## src/logic/sgp_pkg.sv

```systemverilog
// sgp_pkg: shared constants and types for the sector group protection block
// assumes a 125 MHz system clock; all users write sgp_pkg::name
package sgp_pkg;
	// geometry
	localparam int GROUP_COUNT = 24; // sector groups
	localparam int GROUP_AW = 5; // group index width
	localparam int PWD_W = 64; // password width
	localparam int PWD_SLICE_W = 32; // password programmed one bus word at a time
	localparam int PWD_SLICES = PWD_W / PWD_SLICE_W;
	// boot groups covered by the write-protect pin (outermost of the large bank)
	localparam logic [GROUP_AW-1:0] BOOT_GROUP_LO = 5'h00;
	localparam logic [GROUP_AW-1:0] BOOT_GROUP_HI = 5'h01;
	// reset values
	localparam logic PWD_INIT_BIT = 1'b1; // factory password is all ones
	localparam logic LOCK_CLEAR = 1'b0;
	// timing
	localparam int CLK_MHZ = 125;
	localparam int PWD_CHECK_NS = 2000; // fixed compare delay
	localparam int PWD_CHECK_CYC = (PWD_CHECK_NS * CLK_MHZ + 999) / 1000;
	localparam int PROG_POLL_NS = 1000; // status window, program to protected group
	localparam int PROG_POLL_CYC = (PROG_POLL_NS * CLK_MHZ) / 1000;
	localparam int ERASE_POLL_NS = 50000; // status window, erase to protected group
	localparam int ERASE_POLL_CYC = (ERASE_POLL_NS * CLK_MHZ) / 1000;
	localparam int PWD_TIMEOUT_NS = 1000; // status window, every password program
	localparam int PWD_TIMEOUT_CYC = (PWD_TIMEOUT_NS * CLK_MHZ) / 1000;
	localparam int TMR_W = 13;

	// decoded command codes
	typedef enum logic [3:0] {
		SGP_CMD_NONE,
		SGP_CMD_DYN_SET,
		SGP_CMD_DYN_CLEAR,
		SGP_CMD_PERS_SET,
		SGP_CMD_PERS_ERASE,
		SGP_CMD_FREEZE_SET,
		SGP_CMD_PWD_PROG,
		SGP_CMD_PWD_UNLOCK,
		SGP_CMD_PWD_READ,
		SGP_CMD_PWD_MODE_LOCK,
		SGP_CMD_ARRAY_PROG,
		SGP_CMD_ARRAY_ERASE,
		SGP_CMD_READ_RESET
	} sgp_cmd_type;

	// one command taken from the sequencer
	typedef struct packed {
		sgp_cmd_type cmd;
		logic [GROUP_AW-1:0] group;
		logic [PWD_SLICE_W-1:0] data;
		logic slice;
	} sgp_req_type;

	// status back to the command sequencer
	typedef struct packed {
		logic busy;
		logic status_reads;
		logic refused;
		logic timeout;
		logic array_go;
	} sgp_stat_type;
endpackage : sgp_pkg

```

## src/logic/sgp_sync.sv

```systemverilog
// sgp_sync: two flip-flop synchroniser for asynchronous pin levels
// assumes the pins are static relative to the command sequence
`timescale 1ns/1ps
module sgp_sync #(
	parameter int W = 1
) (
	// clock and reset
	input wire logic clk_in,
	input wire logic sys_rst_in,
	// pins in, synchronised levels out
	input wire logic [W-1:0] async_in,
	input wire logic [W-1:0] rst_val_in,
	output logic [W-1:0] sync_out
);
	logic [W-1:0] meta_r; // first stage, read only by the second

	// two stages; reset value is a constant from the parent port tie
	always_ff @(posedge clk_in)
	begin
		if (sys_rst_in)
		begin
			meta_r <= rst_val_in;
			sync_out <= rst_val_in;
		end
		else
		begin
			meta_r <= async_in;
			sync_out <= meta_r;
		end
	end
endmodule : sgp_sync

```

## src/logic/sgp_timer.sv

```systemverilog
// sgp_timer: load-and-count-down timer with a done pulse
// assumes loads come from the same clock domain
`timescale 1ns/1ps
module sgp_timer #(
	parameter int W = 13
) (
	// clock and reset
	input wire logic clk_in,
	input wire logic sys_rst_in,
	// load strobe and count
	input wire logic load_in,
	input wire logic [W-1:0] count_in,
	// state
	output logic run_out,
	output logic done_out
);
	logic [W-1:0] cnt_r; // cycles left

	// count down; done pulses on the last cycle
	always_ff @(posedge clk_in)
	begin
		if (sys_rst_in)
		begin
			cnt_r <= '0;
			run_out <= 1'b0;
			done_out <= 1'b0;
		end
		else if (load_in)
		begin
			cnt_r <= count_in;
			run_out <= 1'b1;
			done_out <= 1'b0;
		end
		else if (run_out)
		begin
			cnt_r <= cnt_r - 1'b1;
			done_out <= (cnt_r == {{(W-1){1'b0}}, 1'b1});
			run_out <= (cnt_r != {{(W-1){1'b0}}, 1'b1});
		end
		else
		begin
			done_out <= 1'b0;
		end
	end
endmodule : sgp_timer

```

## src/logic/sgp_protect.sv

```systemverilog
// sgp_protect: per-group write protection for a parallel NOR flash
// assumes a command sequencer decodes bus cycles into one-cycle requests,
// and that the array engine obeys array_go / status outputs
//
// Contract
// - one volatile lock per group, freely rewritable
// - dynamic lock matters only when persistent clear
// - set protects group, clear unprotects group
// - dynamic locks cleared on every reset
// - freeze bit cleared at reset outside password mode
// - unfreeze needs reset, then change, then refreeze
// - unprotected only when both lock bits zero
// - freeze blocks persistent changes, not dynamic
// - password mode: freeze set after reset
// - exact 64-bit match clears freeze
// - password bits only program to zero
// - password starts all ones, any order
// - status reads during password program, then read/reset
// - mode lock blocks password read and program
// - each password check waits two microseconds
// - write-protect low refuses both boot groups
// - write-protect high follows boot lock bits
// - supply lockout ignores writes, back to read
// - power-up resets to read, no command accepted
// - write only with chip select, strobe low, enable high
// - protected target unchanged, status window then read
`timescale 1ns/1ps
module sgp_protect #(
	parameter int GROUPS = sgp_pkg::GROUP_COUNT,
	parameter int ERASE_POLL = sgp_pkg::ERASE_POLL_CYC
) (
	// clock and reset (reset pin and power-up, combined upstream)
	input wire logic clk_in,
	input wire logic sys_rst_in,
	// asynchronous pins
	input wire logic write_protect_n_in,
	input wire logic chip_sel_n_in,
	input wire logic write_strobe_n_in,
	input wire logic out_en_n_in,
	input wire logic supply_lockout_in,
	// command request from the sequencer
	input wire logic req_valid_in,
	input wire sgp_pkg::sgp_req_type req_in,
	// nonvolatile state handed in by the array
	input wire logic pwd_mode_in,
	input wire logic pwd_mode_locked_in,
	// status out
	output sgp_pkg::sgp_stat_type stat_out,
	output logic [GROUPS-1:0] group_protected_out,
	output logic persistent_freeze_bit_out,
	output logic [sgp_pkg::PWD_SLICE_W-1:0] pwd_read_out,
	output logic pwd_read_valid_out
);
	localparam logic LOCK_RST = sgp_pkg::LOCK_CLEAR; // freeze value at reset
	// protection state; nonvolatile parts start in their factory state
	logic [GROUPS-1:0] dynamic_group_lock_r; // volatile per group
	logic [GROUPS-1:0] persistent_group_lock_r = '0; // nonvolatile image, shipped clear
	logic persistent_freeze_bit_r;
	logic [sgp_pkg::PWD_W-1:0] pwd_store_r = {sgp_pkg::PWD_W{sgp_pkg::PWD_INIT_BIT}}; // one-time
	logic [sgp_pkg::PWD_W-1:0] pwd_entry_r; // unlock attempt
	logic init_r; // first cycle after reset pending
	// synchronised pins
	logic wp_n_s, cs_n_s, we_n_s, oe_n_s, lockout_s;
	logic write_ok;
	// timer
	logic tmr_load;
	logic [sgp_pkg::TMR_W-1:0] tmr_count;
	logic tmr_run, tmr_done;

	// busy sequence
	typedef enum logic [2:0] {
		SGP_IDLE,
		SGP_PWD_CHECK,
		SGP_PWD_PROG,
		SGP_PWD_HOLD,
		SGP_POLL
	} sgp_state_type;
	sgp_state_type state_r;

	// pins cross into the clock domain before use
	sgp_sync #(
		.W(5)
	) u_sync (
		.clk_in(clk_in),
		.sys_rst_in(sys_rst_in),
		.async_in({write_protect_n_in, chip_sel_n_in, write_strobe_n_in,
			out_en_n_in, supply_lockout_in}),
		.rst_val_in(5'h1C), // idle levels, so no false boot lock after reset
		.sync_out({wp_n_s, cs_n_s, we_n_s, oe_n_s, lockout_s})
	);

	// shared wait timer for compare delay and status windows
	sgp_timer #(
		.W(sgp_pkg::TMR_W)
	) u_timer (
		.clk_in(clk_in),
		.sys_rst_in(sys_rst_in),
		.load_in(tmr_load),
		.count_in(tmr_count),
		.run_out(tmr_run),
		.done_out(tmr_done)
	);

	// a write cycle needs select and strobe low with output enable high;
	// the first cycle after reset takes nothing, so power-up lands in read
	assign write_ok = !cs_n_s && !we_n_s && oe_n_s && !lockout_s && !init_r;

	// protection of one group, looked at when a command is accepted
	function automatic logic grp_prot(input logic [sgp_pkg::GROUP_AW-1:0] g,
		input logic [GROUPS-1:0] dyn, input logic [GROUPS-1:0] pers, input logic wp_n);
		logic boot;
		logic p;
		boot = (g == sgp_pkg::BOOT_GROUP_LO) || (g == sgp_pkg::BOOT_GROUP_HI);
		// either bit set protects, regardless of freeze
		p = dyn[g] | pers[g];
		// pin low forces boot groups protected; high leaves their bits in charge
		grp_prot = p | (boot & !wp_n);
	endfunction : grp_prot

	// accept gating for the current request
	logic take;
	logic tgt_prot;
	logic pers_change;
	assign take = req_valid_in && write_ok && (state_r == SGP_IDLE);
	assign tgt_prot = grp_prot(req_in.group, dynamic_group_lock_r,
		persistent_group_lock_r, wp_n_s);
	assign pers_change = (req_in.cmd == sgp_pkg::SGP_CMD_PERS_SET) ||
		(req_in.cmd == sgp_pkg::SGP_CMD_PERS_ERASE);

	// init flag: one idle cycle after reset
	always_ff @(posedge clk_in)
	begin
		if (sys_rst_in)
			init_r <= 1'b1;
		else
			init_r <= 1'b0;
	end

	// dynamic locks: any number of set/clear, always allowed
	always_ff @(posedge clk_in)
	begin
		if (sys_rst_in)
			dynamic_group_lock_r <= '0;
		else if (take && req_in.cmd == sgp_pkg::SGP_CMD_DYN_SET)
			dynamic_group_lock_r[req_in.group] <= 1'b1;
		else if (take && req_in.cmd == sgp_pkg::SGP_CMD_DYN_CLEAR)
			dynamic_group_lock_r[req_in.group] <= 1'b0;
	end

	// persistent locks: nonvolatile, so reset does not touch them;
	// only changeable while freeze is clear
	always_ff @(posedge clk_in)
	begin
		if (take && !persistent_freeze_bit_r && !sys_rst_in)
		begin
			if (req_in.cmd == sgp_pkg::SGP_CMD_PERS_SET)
				persistent_group_lock_r[req_in.group] <= 1'b1;
			else if (req_in.cmd == sgp_pkg::SGP_CMD_PERS_ERASE)
				persistent_group_lock_r <= '0;
		end
	end

	// freeze bit: reset clears it, or sets it in password mode;
	// no command clears it except a matching password
	always_ff @(posedge clk_in)
	begin
		if (sys_rst_in)
			persistent_freeze_bit_r <= LOCK_RST;
		else if (init_r && pwd_mode_in)
			persistent_freeze_bit_r <= 1'b1;
		else if (take && req_in.cmd == sgp_pkg::SGP_CMD_FREEZE_SET)
			persistent_freeze_bit_r <= 1'b1;
		else if (state_r == SGP_PWD_CHECK && tmr_done && pwd_entry_r == pwd_store_r)
			persistent_freeze_bit_r <= 1'b0;
	end

	// password store: starts all ones, bits only go to zero, any slice order;
	// reset keeps it, it stands for a one-time area
	always_ff @(posedge clk_in)
	begin
		// the all-ones start comes from the declaration, never from reset
		if (!sys_rst_in && take && req_in.cmd == sgp_pkg::SGP_CMD_PWD_PROG &&
			!pwd_mode_locked_in)
		begin
			if (req_in.slice)
				pwd_store_r[63:32] <= pwd_store_r[63:32] & req_in.data;
			else
				pwd_store_r[31:0] <= pwd_store_r[31:0] & req_in.data;
		end
	end

	// unlock entry register, loaded slice by slice
	always_ff @(posedge clk_in)
	begin
		if (sys_rst_in)
			pwd_entry_r <= '0;
		else if (take && req_in.cmd == sgp_pkg::SGP_CMD_PWD_UNLOCK)
		begin
			if (req_in.slice)
				pwd_entry_r[63:32] <= req_in.data;
			else
				pwd_entry_r[31:0] <= req_in.data;
		end
	end

	// password read port, blocked once the mode lock is set
	always_ff @(posedge clk_in)
	begin
		if (sys_rst_in)
		begin
			pwd_read_out <= '0;
			pwd_read_valid_out <= 1'b0;
		end
		else
		begin
			pwd_read_valid_out <= take && req_in.cmd == sgp_pkg::SGP_CMD_PWD_READ &&
				!pwd_mode_locked_in;
			pwd_read_out <= (pwd_mode_locked_in) ? '0 :
				(req_in.slice ? pwd_store_r[63:32] : pwd_store_r[31:0]);
		end
	end

	// timer load values
	always_comb
	begin
		tmr_load = 1'b0;
		tmr_count = '0;
		if (take && req_in.slice && req_in.cmd == sgp_pkg::SGP_CMD_PWD_UNLOCK)
		begin
			tmr_load = 1'b1;
			tmr_count = sgp_pkg::TMR_W'(sgp_pkg::PWD_CHECK_CYC);
		end
		else if (take && req_in.cmd == sgp_pkg::SGP_CMD_PWD_PROG)
		begin
			tmr_load = 1'b1;
			tmr_count = sgp_pkg::TMR_W'(sgp_pkg::PWD_TIMEOUT_CYC);
		end
		else if (take && tgt_prot && req_in.cmd == sgp_pkg::SGP_CMD_ARRAY_PROG)
		begin
			tmr_load = 1'b1;
			tmr_count = sgp_pkg::TMR_W'(sgp_pkg::PROG_POLL_CYC);
		end
		else if (take && tgt_prot && req_in.cmd == sgp_pkg::SGP_CMD_ARRAY_ERASE)
		begin
			tmr_load = 1'b1;
			tmr_count = sgp_pkg::TMR_W'(ERASE_POLL);
		end
	end

	// busy sequence; supply lockout drops straight back to read
	always_ff @(posedge clk_in)
	begin
		if (sys_rst_in || lockout_s)
			state_r <= SGP_IDLE;
		else
		begin
			case (state_r)
				SGP_IDLE:
					if (tmr_load)
					begin
						if (req_in.cmd == sgp_pkg::SGP_CMD_PWD_UNLOCK)
							state_r <= SGP_PWD_CHECK;
						else if (req_in.cmd == sgp_pkg::SGP_CMD_PWD_PROG)
							state_r <= SGP_PWD_PROG;
						else
							state_r <= SGP_POLL;
					end
				SGP_PWD_CHECK:
					if (tmr_done)
						state_r <= SGP_IDLE;
				SGP_PWD_PROG:
					if (tmr_done)
						state_r <= SGP_PWD_HOLD;
				SGP_PWD_HOLD:
					// status reads persist until read/reset
					if (req_valid_in && write_ok &&
						req_in.cmd == sgp_pkg::SGP_CMD_READ_RESET)
						state_r <= SGP_IDLE;
				SGP_POLL:
					if (tmr_done)
						state_r <= SGP_IDLE;
				default:
					state_r <= SGP_IDLE;
			endcase
		end
	end

	// status and protection map out, all registered
	always_ff @(posedge clk_in)
	begin
		if (sys_rst_in)
		begin
			stat_out <= '0;
			group_protected_out <= '0;
			persistent_freeze_bit_out <= 1'b0;
		end
		else
		begin
			stat_out.busy <= (state_r != SGP_IDLE) || tmr_load;
			stat_out.status_reads <= (state_r == SGP_PWD_PROG) ||
				(state_r == SGP_PWD_HOLD);
			stat_out.refused <= take && ((pers_change && persistent_freeze_bit_r) ||
				((req_in.cmd == sgp_pkg::SGP_CMD_ARRAY_PROG ||
				req_in.cmd == sgp_pkg::SGP_CMD_ARRAY_ERASE) && tgt_prot));
			// a zero asked to go back to one times out
			stat_out.timeout <= take && req_in.cmd == sgp_pkg::SGP_CMD_PWD_PROG &&
				((req_in.slice ? ~pwd_store_r[63:32] : ~pwd_store_r[31:0]) &
				req_in.data) != '0;
			stat_out.array_go <= take && !tgt_prot &&
				(req_in.cmd == sgp_pkg::SGP_CMD_ARRAY_PROG ||
				req_in.cmd == sgp_pkg::SGP_CMD_ARRAY_ERASE);
			group_protected_out <= grp_map(dynamic_group_lock_r, persistent_group_lock_r,
				wp_n_s);
			persistent_freeze_bit_out <= persistent_freeze_bit_r;
		end
	end

	// full protection map for every group
	function automatic logic [GROUPS-1:0] grp_map(input logic [GROUPS-1:0] dyn,
		input logic [GROUPS-1:0] pers, input logic wp_n);
		grp_map = '0;
		for (int i = 0; i < GROUPS; i++)
			grp_map[i] = grp_prot(sgp_pkg::GROUP_AW'(i), dyn, pers, wp_n);
	endfunction : grp_map
endmodule : sgp_protect

```

## config.mk

```make
export PLATFORM = sky130hd
export DESIGN_NAME = sgp_protect
export DESIGN_NICKNAME = d
export VERILOG_FILES = /design/src/logic/sgp_pkg.sv /design/src/logic/sgp_sync.sv /design/src/logic/sgp_timer.sv /design/src/logic/sgp_protect.sv
export SDC_FILE = /design/constraint.sdc
export NUM_CORES = 1
export LEC_CHECK = 0
export BUFFER_PORTS_ARGS = -buffer_cell sky130_fd_sc_hd__buf_2
export CAP_MARGIN = 20
export CORE_UTILIZATION = 24
export CTS_BUF_LIST = sky130_fd_sc_hd__clkbuf_8 sky130_fd_sc_hd__clkbuf_16
export DETAILED_ROUTE_END_ITERATION = 10
export HOLD_SLACK_MARGIN = 0.15
export PLACE_DENSITY = 0.38
export SYNTH_ARGS = -nofsm -noshare
export SYNTH_HDL_FRONTEND = slang
export SYNTH_SLANG_ARGS = --single-unit
```

## constraint.sdc

```tcl
create_clock -name clk_in -period 4.8 [get_ports clk_in]
set_input_delay 0.96 -clock clk_in [delete_from_list [all_inputs] [get_ports clk_in]]
set_output_delay 0.96 -clock clk_in [all_outputs]
set_load 0.01 [all_outputs]
```

; ---- Word level (Yosys, flattened, before mapping)
; Index checks and enable logic that the tools add are counted.
[totals]
register_bits = 269
input_bits = 52
out_inout_bits = 63
elab_cells = 191
[op_classes]
n_addsub = 1
magnitude_cmp = 2
eq_ne = 23
mux = 35
n_bitwise = 40
reduce_logical = 67
[op_table]
columns = cell, count
row1 = $and 32x32->32, 3
row2 = $mux 24, 4
row3 = $mux 13, 6
row4 = $eq 64x64->1, 1
row5 = $mux 32, 2
row6 = $not 32->32, 2
row7 = $or 24x24->24, 2
row8 = $logic_and 1x1->1, 34
row9 = $reduce_bool 32->1, 1
row10 = $or 1x1->1, 28
row11 = $and 24x24->24, 1
row12 = $not 24->24, 1
row13 = $mux 3, 6
row14 = $eq 4x3->1 const B, 4
row15 = $eq 4x4->1 const B, 4
row16 = $eq 13x1->1 const B, 1
row17 = $mux 1, 13
row18 = $ne 13x1->1 const B, 1
row19 = $sub 13x1->13 const B, 1
row20 = $pmux 3 s4, 1
row21 = $bmux 1 s5, 2
row22 = $reduce_and 2->1, 5
row23 = $logic_not 1->1, 9
row24 = $eq 4x2->1 const B, 2
row25 = other kinds (20), 34

; ---- Depth between registers and ports, before layout
; Gate-level depths: netlist of run 1.
[logic_depth]
word_depth = 15
ltp_mapped = 10
depth_no_buf = 8

; ---- Modules after synthesis
; A second synthesis of run 1 with hierarchy kept.
[unflattened]
hier_cells = 1130
hier_area_um2 = 11473.5
[modules_own_cells]
columns = module, instances, cells_per_inst, area_each_um2, seq_area_each_um2
row1 = sgp_protect, 1, 1002, 10238.6, 5765.5
row2 = sgp_timer, 1, 107, 873.3, 300.3
row3 = sgp_sync, 1, 21, 361.6, 200.2

; ---- Least setup slack after synthesis of run 1
; OpenSTA, ideal clock, no wires.
[synth_path]
path_kind = input to register
from = in req_in[40] in the netlist's numbering
to = reg pwd_store_r[32] in the netlist's numbering (enable)
t_arrival_ns = 4.158
required_time_ns = 4.332
path_slack_ns = 0.173
cell_stages = 5
path_buffers = 1
cell_sequence = clkbuf_1 > nand2b_1 > nor2_1 > nand2_1 > nor3b_1
[synth_via]
elab_chain_len = 4
[synth_rtl]
columns = element, line_no
row1 = start: declaration, sgp_protect.sv:43  ; input wire sgp_pkg::sgp_req_type req_in,
row2 = $eq 4x3->1, sgp_protect.sv:182  ; if (!sys_rst_in && take && req_in.cmd == sgp_pkg::SGP_CMD_PWD_PROG &&
row3 = $logic_and 1x1->1 (2 in series), sgp_protect.sv:182
row4 = $reduce_and 2->1 (no source line), -
row5 = end: declaration, sgp_protect.sv:59  ; logic [sgp_pkg::PWD_W-1:0] pwd_store_r = {sgp_pkg::PWD_W{sgp_pkg::PWD_INIT_BIT}};
; Every way passes these cells.
; A chain may end at the register's enable or synchronous reset.

; ---- Worst setup path in the final report of run 1
[layout_path]
from = in req_valid_in
to = reg pwd_entry_r[42] in the netlist's numbering
[layout_via]
elab_chain_len = 4
[layout_rtl]
columns = element, line_no
row1 = start: declaration, sgp_protect.sv:42  ; input wire logic req_valid_in,
row2 = $logic_and 1x1->1 (2 in series), sgp_protect.sv:124  ; assign take = req_valid_in && write_ok && (state_r == SGP_IDLE);
row3 = $logic_and 1x1->1, sgp_protect.sv:197  ; else if (take && req_in.cmd == sgp_pkg::SGP_CMD_PWD_UNLOCK)
row4 = $reduce_and 2->1 (no source line), -
row5 = end: declaration, sgp_protect.sv:60  ; logic [sgp_pkg::PWD_W-1:0] pwd_entry_r;
; Every way passes these cells.

==> results of run 1 <==
[critical path, cell delays in order]
cell and delay, ps:
buf_2 80, nand4bb_1 90, nor3_1 450, and2_1 460
nand3_1 580, buf_4 480, nand2_1 110, a21oi_1 60
[cells by family (layout without fill, tap and decap cells)]
kind of cell,count (synthesis),count (layout),synth area share [%]
and+or+nand+nor,429,429,18.7
DFF,269,269,57.4
AOI/OAI and AO/OA,207,207,12.0
xor gates and xnor gates,68,68,5.46
buffers and inverters,62,201,2.28
muxes,37,37,3.86
adders and majority gates,2,2,0.229
other,0,2,0
[flip-flops by register name (all words and copies together), names as in the netlist, named ones only]
name / flops
init_r: 1
u_timer.run_out: 1
persistent_group_lock_r: 24
pwd_read_out: 32
pwd_entry_r: 64
persistent_freeze_bit_r: 1
u_timer.cnt_r: 13
u_sync.meta_r: 5
pwd_read_valid_out: 1
persistent_freeze_bit_out: 1
group_protected_out: 24
pwd_store_r: 64
u_sync.sync_out: 5
u_timer.done_out: 1
stat_out: 5
state_r: 3
[metal layers]
layer	routed length [um]	GRT usage, %	vias to the layer above	part of all wire [%]
li1	-	-	3956	-
met3	1270	2.69	57	3.8
met5	30	0	-	0.090
met1	16200	19.9	3875	49
met4	849	5.18	4	2.5
met2	15000	22.6	152	45
[Yosys cell counts, drive strengths merged, types with 4 or more instances]
cell / instances / area (sq um)
dfxtp: 181 / 3620
nand2: 147 / 552
nor2: 127 / 484
a21oi: 110 / 554
edfxtp: 88 / 2640
and2: 65 / 407
xnor2: 43 / 377
clkbuf: 39 / 146
mux2i: 32 / 320
a211oi: 27 / 208
o21a: 25 / 188
xor2: 25 / 219
nand4: 17 / 106
nor4: 17 / 119
a22oi: 16 / 120
buf: 13 / 65.1
nor3: 13 / 70.1
inv: 10 / 37.5
nor2b: 8 / 50.1
or2: 8 / 50.1
o21ai: 6 / 30.0
nand2b: 5 / 31.3
nand3: 5 / 25.0
o22ai: 5 / 31.3
mux4: 4 / 90.1
o31ai: 4 / 57.6
[cell type report]
class	instances	area, sq um	area share (%)
sequential	269	6270	47.2
tap	592	741	5.58
multi-input combinational	743	4430	33.4
timing repair buffer	129	686	5.17
clock buffer	44	1000	7.53
clock inverter	18	101	0.764
antenna	2	5.00	0.0377
inverter	10	37.5	0.283
[power breakdown]
group / internal (mW) / switching (mW) / total, mW
Combinational: 0.0681 / 0.134 / 0.202
Sequential: 2.36 / 0.00598 / 2.37
Clock: 1.47 / 1.03 / 2.50
Total: 3.90 / 1.17 / 5.07
[per-stage QoR]
step | std cells | hold slack (ps) | utilization, % | instance area [sq um] | power, mW
after floorplan | 1074 | 389 | - | 10900 | 2.52
after global placement | 1743 | 394 | 27.3 | 12200 | 2.62
after detailed placement | 1743 | 396 | 27.3 | 12200 | 2.62
after CTS | 1805 | 407 | 29.8 | 13300 | 5.16
after global routing | 1806 | 424 | 29.8 | 13300 | 5.27
final | 1807 | 408 | 29.8 | 13300 | 5.07
[path summary, 6_finish.rpt]
check | start | to | slack, ps | cells past startpoint
setup reg to reg | u_sync.sync_out[0] | pwd_entry_r[42] | 1970 | 7
hold / removal | u_sync.meta_r[3] | u_sync.sync_out[3] | 410 | 1
hold reg to reg | u_sync.meta_r[3] | u_sync.sync_out[3] | 410 | 1
setup / recovery | req_valid_in | pwd_entry_r[42] | 1900 | 8
==> results.md, run 1 <==
- Status: completed
- Crit path DAT: 3290 ps
- First-pass GRT wire length: between 50 and 60 mm
- Pwr dens: roughly 380 mW/mm^2
- Synth Instances: approximately 1100
- Worst setup path class: input port to register
- CTS tree: yes
- Yosys cell types: 59
- Crit Path Max Fanout: 22
- Synth Area per Inst: 10.2 sq um
- Top_reg_cell synth: dfxtp_1
- Setup WS pre-CTS: around 1300 ps
- Initial core utilization: around a quarter
- Die Height: ~220 um
- Worst IR Drop VDD: between 0.2 and 0.25 mV
- Setup Viol. Count Final: 0
- Die W: 215 um
- Io pins: roughly 120
- Relative slew slack: between 40% and 50%
- Fin crit period: a little under 3000 ps
- Post-synthesis sequential area ratio: ~57%
- Post-CTS setup buffers: 0
- Syn Std Cell Area: 0.0109 sq mm
- Area Overhead vs Synth: 21.6%
- Core area: between 0.04 and 0.05 sq mm
- Share of cells above drive strength 1: around 18%
- Ys Warns: 0
- Number of DRC markers in iteration 0: 450
- GRT Util Overall: approximately 15%
- Largest net degree at the start of global routing: between 60 and 70
- RSZ-0062 raised after global routing: false
- Final worst slack: 1900 ps
- Clk buf depth: 3
- Clk_lat worst skew: approximately 540 ps
- Final Skew: 20.2 ps
- Post-DP HPWL: between 20 and 25 mm
- MaxCap Viol Count: 0
- Fmax: 344 MHz
- Commonest non-fill, non-tap cell in the layout: dfxtp_1
- Number of port buffers: approximately 110
- DR vias: 8044
- Fraction of registers with async set/reset: 0%
- LEAKAGE: 4.84 nW
- Syn_nets: ~1100
- Rows: 77
- Count of final hold-check violations: 0
- ANT nets after route: 0
- Critical path launch point type: input port
- Post-CTS sizing: 0
- Hold_buf cts: 0
- Slew Limit Fails: 0
- Worst-path clk slew: approximately 50 ps
- Worst-Margin Slew: roughly 890 ps
- Synth Register Bits: approximately 270
- Total gr overflow: 0
- Min-delay worst type: register to register
- Final nets: ~1200
- WL per Instance: approximately 18 um
- Clock sinks: between 200 and 300
- Number of flops mapped to enable cells by yosys: between 80 and 90
- CP endpoint kind: register
- Setup TNS: 0 ps
- Final Cycle Share: 60.5%
- Crit path required time: between 5000 and 6000 ps
- WL final: about 33 mm
- Initial antenna violation count: 5
- Die area: between 0.04 and 0.05 sq mm
- Most frequent cells in the layout: 181 x dfxtp_1, 147 x nand2_1, 126 x nor2_1, 113 x buf_2, 109 x a21oi_1
- DR vias/cell: 4.45
- # fillers: about 4700
- Number of buffers created by CTS: 34
- DRC viols: 0
- Number of global-route vias before repair: roughly 8100
- Routability cong.: roughly 0.73
- Clk root buf: clkbuf_16
- Max H-tree Level: 2
- 1st-pass router iterations: 5
Power figures use the tool's default switching activity.
==> inputs of run 2 (changes only) <==
- clock period: 4.8 -> 2.4 ns (I/O delays scaled with it)
==> run 2 against run 1 <==
  * Cell count grew 1.8%
  * Total power up 92%
  * Sequential power increased by 100%
  * Final area increased by 2.5%
  * Critical path depth decreased by 1
  * Critical endpoint is now persistent_freeze_bit_r
  * Largest power group is now registers
==> results.md, run 2 (synthesis results as in run 1) <==
- DRC viols: 0 (unchanged)
- Max H-tree Level: 1 (-1)
- R2R Setup Slk: 120 ps (-1850 ps)
- Clk pwr share: 46.8% (-2.5 points)
- DR vias/cell: 4.42 (-0.77%)
- Share of cells above drive strength 1: 19.5% (+1.9 points)
- Io pins: 115 (unchanged)
- # fillers: 4703 (-0.043%)
- Setup Viol. Count Final: 0 (unchanged)
- Final non-filler cell total: 1840 (+1.8%)
- First-pass GRT wire length: 50.8 mm (-0.51%)
- Die Height: 215 um (unchanged)
- GRT Util Overall: 14.2% (-0.31 points)
- RSZ-0062 raised after global routing: true
- Fmax: approximately 440 MHz
- 1st-pass router iterations: 4 (-1)
- Critical path launch point type: register
- Setup TNS: 0 ps (unchanged)
- Number of port buffers: 114 (unchanged)
- Reg2reg path depth: 7 (unchanged)
- Clk_lat worst skew: 580 ps (+40 ps)
- MaxCap Viol Count: 0 (unchanged)
- Crit path DAT: 2720 ps (-570 ps)
- Clock sinks: 269 (unchanged)
- Crit Path Max Fanout: 3 (-86%)
- Total gr overflow: 0 (unchanged)
- ANT nets after route: 0 (unchanged)
- Number of global-route vias before repair: 8067 (-0.21%)
- Initial core utilization: 24.5% (unchanged)
- Net Sw Power: 2.19 mW (+88%)
- Clk buf depth: 3 (unchanged)
- Count of final hold-check violations: 0 (unchanged)
- Commonest non-fill, non-tap cell in the layout: dfxtp_1
- Rows: 77 (unchanged)
- Die area: 0.0463 sq mm (unchanged)
- Comb pwr share: 4.5% (+0.5 points)
- Largest registers: pwd_entry_r (64), pwd_store_r (64), pwd_read_out (32)
- Routability cong.: 0.758 (+3.7%)
- R2R Path End: persistent_freeze_bit_r
- Area Overhead vs Synth: 24.6%
- Initial antenna violation count: 5 (unchanged)
- CTS tree: yes
- Die W: 215 um (unchanged)
- Relative slew slack: 55.9% (+16 points)
- Final Skew: 22.8 ps (+2.64 ps)
- Post-DP HPWL: 22.7 mm (+2.0%)
- WL per Instance: 17.9 um (-3.1%)
- Reg-to-Reg Start: pwd_store_r[0]
- Most frequent cells in the layout: 181 x dfxtp_1, 145 x nand2_1, 123 x nor2_1, 113 x buf_2, 109 x a21oi_1
- Worst setup path class: register to register
- Worst-Margin Slew: 655 ps (-239 ps)
- Overall Power: 9.72 mW (+92%)
- Finished Core Util: 30.6% (+0.74 points)
- Flop pwr share: 48.7% (+2.0 points)
- Pwr dens: 715 mW/mm^2 (+87%)
- Largest net degree at the start of global routing: 87 (+40%)
- Slew Limit Fails: 0 (unchanged)
- Clk root buf: clkbuf_16
- Setup crit end: persistent_freeze_bit_r
- Number of DRC markers in iteration 0: 407 (-9.6%)
- CP endpoint kind: register
- Worst Setup SP: pwd_store_r[0]
- Hold slack: 188 ps (-220 ps)
- Fin crit period: between 2000 and 2500 ps
- Crit path required time: 2840 ps (-2340 ps)
- Core area: 0.0445 sq mm (unchanged)
- Final Cycle Share: a little over nine tenths
- Internal power: 7.53 mW (+93%)
- WL final: 33.0 mm (-1.3%)
- Min-delay worst type: input port to register
- Number of buffers created by CTS: 31 (-8.8%)
- Status: completed
- Worst IR Drop VDD: 0.534 mV (+160%)
- Placed cells: 1776 (+1.9%)
- DR vias: 8128 (+1.0%)
- Worst-path clk slew: 60 ps (about the same)
- LEAKAGE: 5.00 nW (+3.2%)
- Final nets: 1277 (+2.9%)
- Switching fraction of total power: 22.6% (-0.46 points)
-- run 2: worst min path at each step --
stage	startpoint	slack [ps]	cells after the start	endpoint
finish	req_in[20]	190	3	pwd_entry_r[19]
global route	req_in[20]	170	3	pwd_entry_r[19]
CTS	req_in[2]	150	3	pwd_entry_r[33]
detailed placement	u_sync.meta_r[4]	400	1	u_sync.sync_out[4]
global placement	u_sync.meta_r[2]	400	1	u_sync.sync_out[2]
floorplan	u_sync.meta_r[2]	390	1	u_sync.sync_out[2]
-- run 2: critical path, stage by stage (launching register included) --
cell and delay (ps):
edfxtp_1 410, xor2_1 160, nor4_1 380, nand4_1 130, a2111oi_1 310, nand4_1 250
o41ai_1 410, a31oi_1 110
-- run 2: stage by stage --
stage | cell area (sq um) | setup WS, ps
6_report | 13600 | 115
5_1_grt | 13600 | -125
4_1_cts | 13600 | 76.9
3_5_place_dp | 12500 | -132
3_3_place_gp | 12500 | -54.0
2_1_floorplan | 11000 | -28.3
-- run 2: repair_timing --
action | CTS | global route
gates resized for setup | 0 | 6
endpoints found under the setup margin | 0 | 7
hold buffers | 6 | 0
setup buffers | 0 | 0
hold endpoints to repair | 6 | 0
-- run 2: power groups by stage --
stage          sequential (mW)  combinational [mW]  clock [mW]
3_5_place_dp              4.83               0.436           0
3_3_place_gp              4.83               0.436           0
6_report                  4.73               0.438        4.55
2_1_floorplan             4.85               0.198           0
5_1_grt                   4.73               0.479        4.88
4_1_cts                   4.73               0.445        4.71
-- run 2: cell type report --
type / instances / area (sq um) / area share (%)
Timing Repair Buffer: 168 / 1090 / 8.04
Inverter: 10 / 37.5 / 0.276
Clock buffer: 38 / 872 / 6.41
Antenna cell: 1 / 2.50 / 0.0184
Multi-Input combinational cell: 743 / 4480 / 32.9
Tap cell: 592 / 741 / 5.45
Clock inverter: 19 / 109 / 0.801
Sequential cell: 269 / 6270 / 46.1
-- run 2: routing by layer --
layer  routed length, um  track usage, %  vias up
li1                    -               -     4029
met1               16100            20.1     3905
met2               14900            22.3      147
met3                1280            2.42       41
met4                 643            3.43        6
met5                  36               0        -
